### src/rtl/prc_params.svh
// Constants for the pulse rate trigger and up/down counter
`ifndef PRC_PARAMS_SVH
`define PRC_PARAMS_SVH

// -----------------------------------------------------------------------
// Timing
// -----------------------------------------------------------------------
`define PRC_CLK_HZ 20000000
`define PRC_TICK_MS 10
`define PRC_TICK_CYCLES (`PRC_CLK_HZ / 1000 * `PRC_TICK_MS)

// -----------------------------------------------------------------------
// Setting ranges
// -----------------------------------------------------------------------
`define PRC_ON_MAX 32'h05f5e0ff
`define PRC_OFF_MAX 32'h3b9ac9ff
`define PRC_PRESET_MAX 32'h05f5e0ff
`define PRC_GATE_MIN 32'h00000001
`define PRC_GATE_MAX 32'h157529ff
`define PRC_COUNT_MAX 32'hffffffff

// -----------------------------------------------------------------------
// Reset values
// -----------------------------------------------------------------------
`define PRC_RST_VALUE 32'h00000000
`define PRC_RST_TICKS 29'h00000000
`define PRC_RST_FLAG 1'b0

`endif

### src/rtl/prc_pkg.sv
// Types and helper functions for the pulse rate trigger and counter
`default_nettype none
`include "prc_params.svh"

package prc_pkg;

   // --------------------------------------------------------------------
   // Configuration carrier of the rate trigger
   // --------------------------------------------------------------------
   typedef struct packed {
      logic falling;            // 1: count falling edges
      logic [26:0] on_thr;      // On threshold
      logic [29:0] off_thr;     // Off threshold
      logic [28:0] gate_ticks;  // Gate time in 10 ms units
   } prc_rtt_cfg_type;

   // --------------------------------------------------------------------
   // Gate state machine
   // --------------------------------------------------------------------
   typedef enum logic [1:0] {
      PRC_IDLE = 2'b01,
      PRC_GATE = 2'b10
   } prc_gate_state_type;

   // --------------------------------------------------------------------
   // Functions
   // --------------------------------------------------------------------
   // Limit a setting to its legal range
   function automatic logic [31:0] prc_clamp(input logic [31:0] v,
                                             input logic [31:0] lo,
                                             input logic [31:0] hi);
      logic [31:0] r;
      r = v;
      if (v < lo) r = lo;
      if (v > hi) r = hi;
      return r;
   endfunction : prc_clamp

   // Increment that sticks at the top instead of wrapping
   function automatic logic [31:0] prc_sat_inc(input logic [31:0] v);
      logic [31:0] r;
      r = (v == `PRC_COUNT_MAX) ? v : v + 32'h00000001;
      return r;
   endfunction : prc_sat_inc

endpackage : prc_pkg
`default_nettype wire

### src/rtl/prc_edge_sync.sv
// Two-stage synchroniser with rise and fall pulse detection
`timescale 1ns/1ps
`default_nettype none

module prc_edge_sync (
   input wire logic clk,
   input wire logic rst_n,
   input wire logic pin,
   output logic rise,
   output logic fall
);

   logic meta_q;
   logic sync_q;
   logic prev_q;

   // -----------------------------------------------------------------
   // Synchroniser and history
   // -----------------------------------------------------------------
   // Only sync_q reads meta_q
   always_ff @(posedge clk or negedge rst_n) begin
      if (!rst_n) begin
         meta_q <= 1'b0;
         sync_q <= 1'b0;
         prev_q <= 1'b0;
      end else begin
         meta_q <= pin;
         sync_q <= meta_q;
         prev_q <= sync_q;
      end
   end

   // One-cycle edge pulses
   assign rise = sync_q & ~prev_q;
   assign fall = ~sync_q & prev_q;

endmodule : prc_edge_sync

`default_nettype wire

### src/rtl/prc_top.sv
// Pulse rate threshold trigger and up/down pulse counter
// Behaviour
// RQ1: Arm input edge of either sense starts measurement
// RQ2: Rising mode counts only low-to-high pulse edges
// RQ3: Falling mode counts only high-to-low pulse edges
// RQ4: Trigger clear zeroes count, output; beats pulses
// RQ5: Running values always driven on value outputs
// RQ6: On threshold to 99999999, off to 999999999
// RQ7: Gate time 10 ms to 999:59:59.990
// RQ8: On not below off: hysteresis set/clear
// RQ9: On below off: set inside window
// RQ10: Configurer uses high-speed mode above 4 Hz
// RQ11: At most eight high-speed blocks per program
// RQ12: Up input pulse increments the counter
// RQ13: Down input pulse decrements the counter
// RQ14: Counter counts only rising count input edges
// RQ15: Counter clear zeroes count, output; beats inputs
// RQ16: Counter output set once count reaches preset
// RQ17: Preset accepted from 0 to 99999999
// RQ18: Rate is edges per gate, latched at end
// RQ19: On below off: outside window clears output
`timescale 1ns/1ps
`default_nettype none
`include "prc_params.svh"

module prc_top #(
   parameter int TICK_CYCLES = `PRC_TICK_CYCLES
) (
   input wire logic CLOCK,
   input wire logic RST_N,
   input wire logic RTT_ARM,
   input wire logic PULSE_IN,
   input wire logic RTT_CLEAR,
   input wire prc_pkg::prc_rtt_cfg_type RTT_CFG,
   output logic RTT_Q,
   output logic RTT_BUSY,
   output logic [31:0] RTT_VALUE,
   output logic [31:0] RTT_RATE,
   input wire logic UP_IN,
   input wire logic DOWN_IN,
   input wire logic UDC_CLEAR,
   input wire logic [26:0] UDC_PRESET,
   output logic UDC_Q,
   output logic [31:0] UDC_VALUE
);

   import prc_pkg::*;

   localparam int PW = (TICK_CYCLES > 1) ? $clog2(TICK_CYCLES) : 1;

   // -----------------------------------------------------------------
   // Declarations
   // -----------------------------------------------------------------
   logic arm_rise;
   logic arm_fall;
   logic pls_rise;
   logic pls_fall;
   logic up_rise;
   logic dn_rise;
   logic [31:0] on_c;
   logic [31:0] off_c;
   logic [31:0] gate_c;
   logic [31:0] preset_c;
   prc_gate_state_type state_q;
   logic [PW-1:0] presc_q;
   logic [28:0] ticks_q;
   logic [31:0] count_q;
   logic [31:0] rate_q;
   logic rtt_q_q;
   logic [31:0] udc_q;
   logic udc_hit_q;
   logic arm_edge;
   logic tick;
   logic gate_end;
   logic inc;

   // -----------------------------------------------------------------
   // Pin synchronisers
   // -----------------------------------------------------------------
   // Gate arm pin
   prc_edge_sync u_arm (
      .clk(CLOCK),
      .rst_n(RST_N),
      .pin(RTT_ARM),
      .rise(arm_rise),
      .fall(arm_fall)
   );

   // Measured pulse pin
   prc_edge_sync u_pls (
      .clk(CLOCK),
      .rst_n(RST_N),
      .pin(PULSE_IN),
      .rise(pls_rise),
      .fall(pls_fall)
   );

   // Up count pin
   prc_edge_sync u_up (
      .clk(CLOCK),
      .rst_n(RST_N),
      .pin(UP_IN),
      .rise(up_rise),
      .fall()
   );

   // Down count pin, falling edges unused
   prc_edge_sync u_dn (
      .clk(CLOCK),
      .rst_n(RST_N),
      .pin(DOWN_IN),
      .rise(dn_rise),
      .fall()
   );

   // -----------------------------------------------------------------
   // Settings limited to their legal ranges
   // -----------------------------------------------------------------
   assign on_c = prc_clamp({5'h00, RTT_CFG.on_thr}, `PRC_RST_VALUE,
                           `PRC_ON_MAX); // RQ6
   assign off_c = prc_clamp({2'h0, RTT_CFG.off_thr}, `PRC_RST_VALUE,
                            `PRC_OFF_MAX); // RQ6
   assign gate_c = prc_clamp({3'h0, RTT_CFG.gate_ticks}, `PRC_GATE_MIN,
                             `PRC_GATE_MAX); // RQ7
   assign preset_c = prc_clamp({5'h00, UDC_PRESET}, `PRC_RST_VALUE,
                               `PRC_PRESET_MAX); // RQ17

   // -----------------------------------------------------------------
   // Gate control
   // -----------------------------------------------------------------
   // Any arm transition restarts the interval
   assign arm_edge = arm_rise | arm_fall; // RQ1
   assign tick = (state_q == PRC_GATE) &&
                 (presc_q == PW'(TICK_CYCLES - 1));
   assign gate_end = tick && ({3'h0, ticks_q} == gate_c - 32'h00000001);

   // Gate state: clear stops, arm edge starts
   always_ff @(posedge CLOCK or negedge RST_N) begin
      if (!RST_N) begin
         state_q <= PRC_IDLE;
      end else begin
         case (state_q)
            PRC_IDLE: begin
               if (!RTT_CLEAR && arm_edge) state_q <= PRC_GATE; // RQ1
            end
            PRC_GATE: begin
               if (RTT_CLEAR) state_q <= PRC_IDLE; // RQ4
            end
            default: begin
               state_q <= PRC_IDLE;
            end
         endcase
      end
   end

   // Prescaler for the 10 ms time base
   always_ff @(posedge CLOCK or negedge RST_N) begin
      if (!RST_N) begin
         presc_q <= '0;
      end else if (RTT_CLEAR || arm_edge || state_q != PRC_GATE) begin
         presc_q <= '0;
      end else if (tick) begin
         presc_q <= '0;
      end else begin
         presc_q <= presc_q + PW'(1);
      end
   end

   // Time base ticks elapsed in the current gate
   always_ff @(posedge CLOCK or negedge RST_N) begin
      if (!RST_N) begin
         ticks_q <= `PRC_RST_TICKS;
      end else if (RTT_CLEAR || arm_edge || state_q != PRC_GATE) begin
         ticks_q <= `PRC_RST_TICKS;
      end else if (gate_end) begin
         ticks_q <= `PRC_RST_TICKS; // RQ7
      end else if (tick) begin
         ticks_q <= ticks_q + 29'h00000001;
      end
   end

   // -----------------------------------------------------------------
   // Edge counting and rate latch
   // -----------------------------------------------------------------
   // Qualifying edge for the selected sense
   assign inc = (state_q == PRC_GATE) &&
                (RTT_CFG.falling ? pls_fall : pls_rise); // RQ2 RQ3

   // Running edge count, restarted at each gate end
   always_ff @(posedge CLOCK or negedge RST_N) begin
      if (!RST_N) begin
         count_q <= `PRC_RST_VALUE;
      end else if (RTT_CLEAR) begin
         count_q <= `PRC_RST_VALUE; // RQ4
      end else if (arm_edge || gate_end) begin
         count_q <= `PRC_RST_VALUE; // RQ18
      end else if (inc) begin
         count_q <= prc_sat_inc(count_q); // RQ2 RQ3
      end
   end

   // Measured rate including an edge in the closing cycle
   always_ff @(posedge CLOCK or negedge RST_N) begin
      if (!RST_N) begin
         rate_q <= `PRC_RST_VALUE;
      end else if (RTT_CLEAR) begin
         rate_q <= `PRC_RST_VALUE; // RQ4
      end else if (gate_end) begin
         rate_q <= inc ? prc_sat_inc(count_q) : count_q; // RQ18
      end
   end

   // Switching output from the measured rate
   always_ff @(posedge CLOCK or negedge RST_N) begin
      if (!RST_N) begin
         rtt_q_q <= `PRC_RST_FLAG;
      end else if (RTT_CLEAR) begin
         rtt_q_q <= 1'b0; // RQ4
      end else if (on_c >= off_c) begin
         if (rate_q >= on_c) rtt_q_q <= 1'b1; // RQ8
         else if (rate_q < off_c) rtt_q_q <= 1'b0; // RQ8
      end else begin
         rtt_q_q <= (rate_q >= on_c) && (rate_q < off_c); // RQ9 RQ19
      end
   end

   // -----------------------------------------------------------------
   // Up/down counter
   // -----------------------------------------------------------------
   // Opposing edges in one cycle cancel; floor at zero
   always_ff @(posedge CLOCK or negedge RST_N) begin
      if (!RST_N) begin
         udc_q <= `PRC_RST_VALUE;
      end else if (UDC_CLEAR) begin
         udc_q <= `PRC_RST_VALUE; // RQ15
      end else if (up_rise && !dn_rise) begin
         udc_q <= prc_sat_inc(udc_q); // RQ12 RQ14
      end else if (dn_rise && !up_rise && udc_q != `PRC_RST_VALUE) begin
         udc_q <= udc_q - 32'h00000001; // RQ13 RQ14
      end
   end

   // Compare output against the preset
   always_ff @(posedge CLOCK or negedge RST_N) begin
      if (!RST_N) begin
         udc_hit_q <= `PRC_RST_FLAG;
      end else if (UDC_CLEAR) begin
         udc_hit_q <= 1'b0; // RQ15
      end else begin
         udc_hit_q <= (udc_q >= preset_c); // RQ16
      end
   end

   // -----------------------------------------------------------------
   // Outputs
   // -----------------------------------------------------------------
   assign RTT_Q = rtt_q_q;
   assign RTT_BUSY = (state_q == PRC_GATE);
   assign RTT_VALUE = count_q; // RQ5
   assign RTT_RATE = rate_q; // RQ5
   assign UDC_Q = udc_hit_q;
   assign UDC_VALUE = udc_q; // RQ5
endmodule : prc_top

`default_nettype wire

### config.mk
export PLATFORM = sky130hd
export DESIGN_NAME = prc_top
export DESIGN_NICKNAME = d
export VERILOG_FILES = /design/src/rtl/prc_pkg.sv /design/src/rtl/prc_edge_sync.sv /design/src/rtl/prc_top.sv
export VERILOG_INCLUDE_DIRS = /design/src /design/src/rtl
export SDC_FILE = /design/constraint.sdc
export NUM_CORES = 1
export LEC_CHECK = 0
export ABC_AREA = 1
export BUFFER_PORTS_ARGS = -buffer_cell sky130_fd_sc_hd__buf_2
export CORE_MARGIN = 2
export CORE_UTILIZATION = 55
export DETAILED_ROUTE_END_ITERATION = 16
export PLACE_DENSITY_LB_ADDON = 0.25
export SLEW_MARGIN = 20
export SYNTH_ARGS = -nofsm -noshare
export SYNTH_HDL_FRONTEND = slang
export SYNTH_SLANG_ARGS = --single-unit
export TNS_END_PERCENT = 20
### constraint.sdc
create_clock -name CLOCK -period 7.1 [get_ports CLOCK]
set_input_delay 0.355 -clock CLOCK [delete_from_list [all_inputs] [get_ports CLOCK]]
set_output_delay 0.355 -clock CLOCK [all_outputs]
set_load 0.05 [all_outputs]
==> impl_metrics.json <==
{
  "r2r-start": "u_dn.sync_q",
  "hold_viol": 2,
  "num_vias": 16800,
  "clkPwrFrac_pct": 24.4,
  "maxSlewViolCount": 0,
  "firstDrtPassIters": 6,
  "fmax_mhz": 203,
  "yosysSeqAreaShare_pct": 25.6,
  "synth_simple_gate_area_share_pct": 38.4,
  "power.internal_w": 0.00203,
  "final_nets": 2853,
  "netlist_area_sq_mm": 0.0155,
  "cp_cell_sequence": "nand2_1, inv_1, nor3_1, inv_1, buf_4, ha_1, nand2_1, o21ai_0, nand2_1, nand2_1, a21oi_1, o21ai_0, a21boi_0, o21ai_0, nand2_1, o21ai_0, nand2_1, nand2_1, a21oi_1, o21ai_0, nand2_1",
  "min_period_over_period_pct": 69.4,
  "slew_headroom_pct": 30.5,
  "io_buffers": 220,
  "worstPathArrival_ns": 5.25,
  "yosys.area.top_type": "dfrtp_1",
  "gp_congestion": 0.969,
  "p_leak_nw": 8.92,
  "finalClockSkew_ns": 0.0119,
  "core_area_sq_mm": 0.0278,
  "drc": 0,
  "synth_enable_flop_cells": 0,
  "clock-root-buffer": "clkbuf_16",
  "avgSynthCellArea_sq_um": 6.49,
  "io_pins": 221,
  "required_ns": 7.42,
  "cts_max_level": 4,
  "cts_hold_buf": 0,
  "grt-ovfl-total": 0,
  "ir_drop_uv": 266,
  "status": "complete, but fails checks",
  "synth_fa_ha_area_share_pct": 11.7,
  "hpwl_mm": 38.5,
  "synth_top_family_by_area": "simple AND/OR/NAND/NOR gates",
  "p_sw_w": 0.00175,
  "cp_top_family": "compound AO/OA/AOI/OAI gates",
  "rsz0062_at_grt": "false",
  "cts.clk_slew.worst_paths_ns": 0.07,
  "wirelength_mm": 48.2,
  "syn_inst": 2392,
  "ys_types": 59,
  "synth_nets": 2659,
  "syn_to_final_growth_pct": 12.4,
  "synth-seq-cells": 159,
  "maxCapViolCount": 0,
  "synthXorXnorAreaFrac_pct": 4.30,
  "max_stage_delay_ns": 0.73,
  "slowest_stage": "nor3_1",
  "row_count": 61,
  "cts_buffers": 17,
  "grt_max_degree": 104,
  "initial_utilization_pct": 55.9,
  "power_density_mw_per_mm2": 217,
  "p_sw_share_pct": 46.3,
  "clk_latency_ns": 0.44,
  "wire_per_inst_microns": 16.2,
  "whs_ns": -0.0102,
  "instances_no_fill": 2977,
  "r2r_setup_slack_ns": 2.18,
  "cp-end-kind": "flip-flop",
  "die_w_microns": 172,
  "diodes": 0,
  "critPathMaxFanout": 30,
  "dominantRegCellSynth": "dfrtp_1",
  "synth_compound_area_share_pct": 10.3,
  "synth_warnings": 0,
  "clock_path_buffers": 2,
  "synth-async-reset-ratio_pct": 100,
  "placed_cells": 2945,
  "hold_class": "in2async",
  "dieArea_sq_mm": 0.0296,
  "dp_slack_ns": 2.37,
  "synthMuxAreaShare_pct": 0,
  "crit_type": "reg2reg",
  "p_seq_share_pct": 29.7,
  "antenna_found_initial": 0,
  "track_usage_pct": 32.5,
  "avgViaCountPerCell": 5.63,
  "finalSetupViolCount": 0,
  "drtIter0Drc": 1470,
  "clkSinkCount": 159,
  "setup_tns_ns": 0,
  "path_buf_inv": 3,
  "cp_common_cell": "nand2_1",
  "setup_slack_ns": 2.18,
  "cts_resized": 0,
  "comb_power_share_pct": 45.9,
  "grt_pass1_vias": 15600,
  "fin_crit_ns": 4.92,
  "critPathLaunchType": "flip-flop",
  "violations": "hold timing",
  "drive_gt1_share_pct": 12.2,
  "cts_tree": "yes",
  "synthTopCellsByArea": "dfrtp_1 (25%), nand2_1 (14%), ha_1 (12%)",
  "ant_nets": 0,
  "grt_first_pass_wirelength_mm": 76.8,
  "die_h_microns": 172,
  "synth.top_cell.area_share_pct": 25.5,
  "worstReg2RegEnd": "UDC_VALUE[24]",
  "cts_setup_buffers": 0,
  "p_total_w": 0.00379,
  "worst-r2r-cell-count": 21,
  "worst_slew_pin_slew_ns": 1.04
}
## stage by stage
step / instance area, sq um / utilization, %
after global routing: 17400 / 62.8
final: 17400 / 62.8
after global placement: 16900 / 60.7
after detailed placement: 16900 / 60.7
after CTS: 17400 / 62.8
after floorplan: 15500 / -
## state kept, by name (all words and copies together) (netlist names)
register,cells
u_pls.meta_q,1
UDC_VALUE,32
u_up.prev_q,1
u_arm.prev_q,1
u_up.meta_q,1
ticks_q,29
u_dn.meta_q,1
u_pls.sync_q,1
u_dn.sync_q,1
presc_q,18
RTT_RATE,32
u_arm.meta_q,1
UDC_Q,1
u_pls.prev_q,1
state_q,2
u_up.sync_q,1
RTT_Q,1
u_dn.prev_q,1
u_arm.sync_q,1
RTT_VALUE,32
## power by group through the flow
stage	combinational, W	clock [W]	sequential [W]
final	0.00174	0.000925	0.00112
after global routing	0.00194	0.000970	0.00113
after CTS	0.00172	0.000932	0.00112
after floorplan	0.00103	0	0.00135
after detailed placement	0.00171	0	0.00113
after global placement	0.00168	0	0.00113
## logic make-up (layout without fill, tap and decap cells)
family / count (synthesis) / count (layout)
xor gates and xnor gates: 73 / 73
and+or+nand+nor: 1359 / 1359
buffers and inverters: 372 / 579
adders and majority gates: 145 / 145
DFF: 159 / 159
AOI/OAI and AO/OA: 284 / 284
## layout make-up
class / instances / area [sq um]
fillers: 2760 / 10300
multi-input cells: 1861 / 10000
flip-flops and latches: 159 / 3980
inverters: 321 / 1200
repair buffers: 226 / 1150
well taps: 378 / 473
clock buffers: 18 / 439
clock inverters: 14 / 148
## Yosys cell counts, types with 4 or more instances
cell and n:
buf_6 11, a221oi_1 5, nor3_1 54, nand2_2 5, nor4_1 34, nand3_1 208, nand3_2 6, o22ai_1 18
inv_1 315, nand2_1 563, ha_1 144, xor2_1 56, o21a_1 5, xnor2_1 15, nor2_1 360, a211oi_1 10
a31oi_1 9, nor2_2 25, nand4_1 73, or2_2 5, clkbuf_1 30, nor3b_1 7, o21ai_0 89, dfrtp_1 158
o21ai_1 14, o21bai_1 5, a21oi_1 106, nor2_4 4, o31ai_1 7, buf_4 5
## cells in the final DEF (no fill, tap or decap), types with 73 or more instances in the layout
cell type  instances
nand3_1          208
buf_2            219
inv_1            314
o21ai_0           89
nand4_1           73
nor2_1           360
nand2_1          563
dfrtp_1          158
a21oi_1          106
ha_1             144
## worst max path at each step
stage                startpoint       endpoint  slack (ns)  depth (start not counted)
floorplan           u_dn.sync_q  UDC_VALUE[22]        3.35                         20
global placement    u_dn.sync_q  UDC_VALUE[24]        2.42                         21
detailed placement  u_dn.sync_q  UDC_VALUE[24]        2.37                         21
CTS                 u_dn.sync_q  UDC_VALUE[24]        2.37                         21
global route        u_dn.sync_q  UDC_VALUE[22]        1.83                         21
finish              u_dn.sync_q  UDC_VALUE[24]        2.18                         21
## per-layer routing
| metal | track usage (%) | wire length (microns) | vias up |
|---|---|---|---|
| li1 | - | - | 8290 |
| met1 | 44.4 | 21700 | 7726 |
| met2 | 53.3 | 21700 | 672 |
| met3 | 4.26 | 3440 | 86 |
| met4 | 10.5 | 1320 | 0 |
| met5 | 0 | 0 | - |
Power figures use the tool's default switching activity.
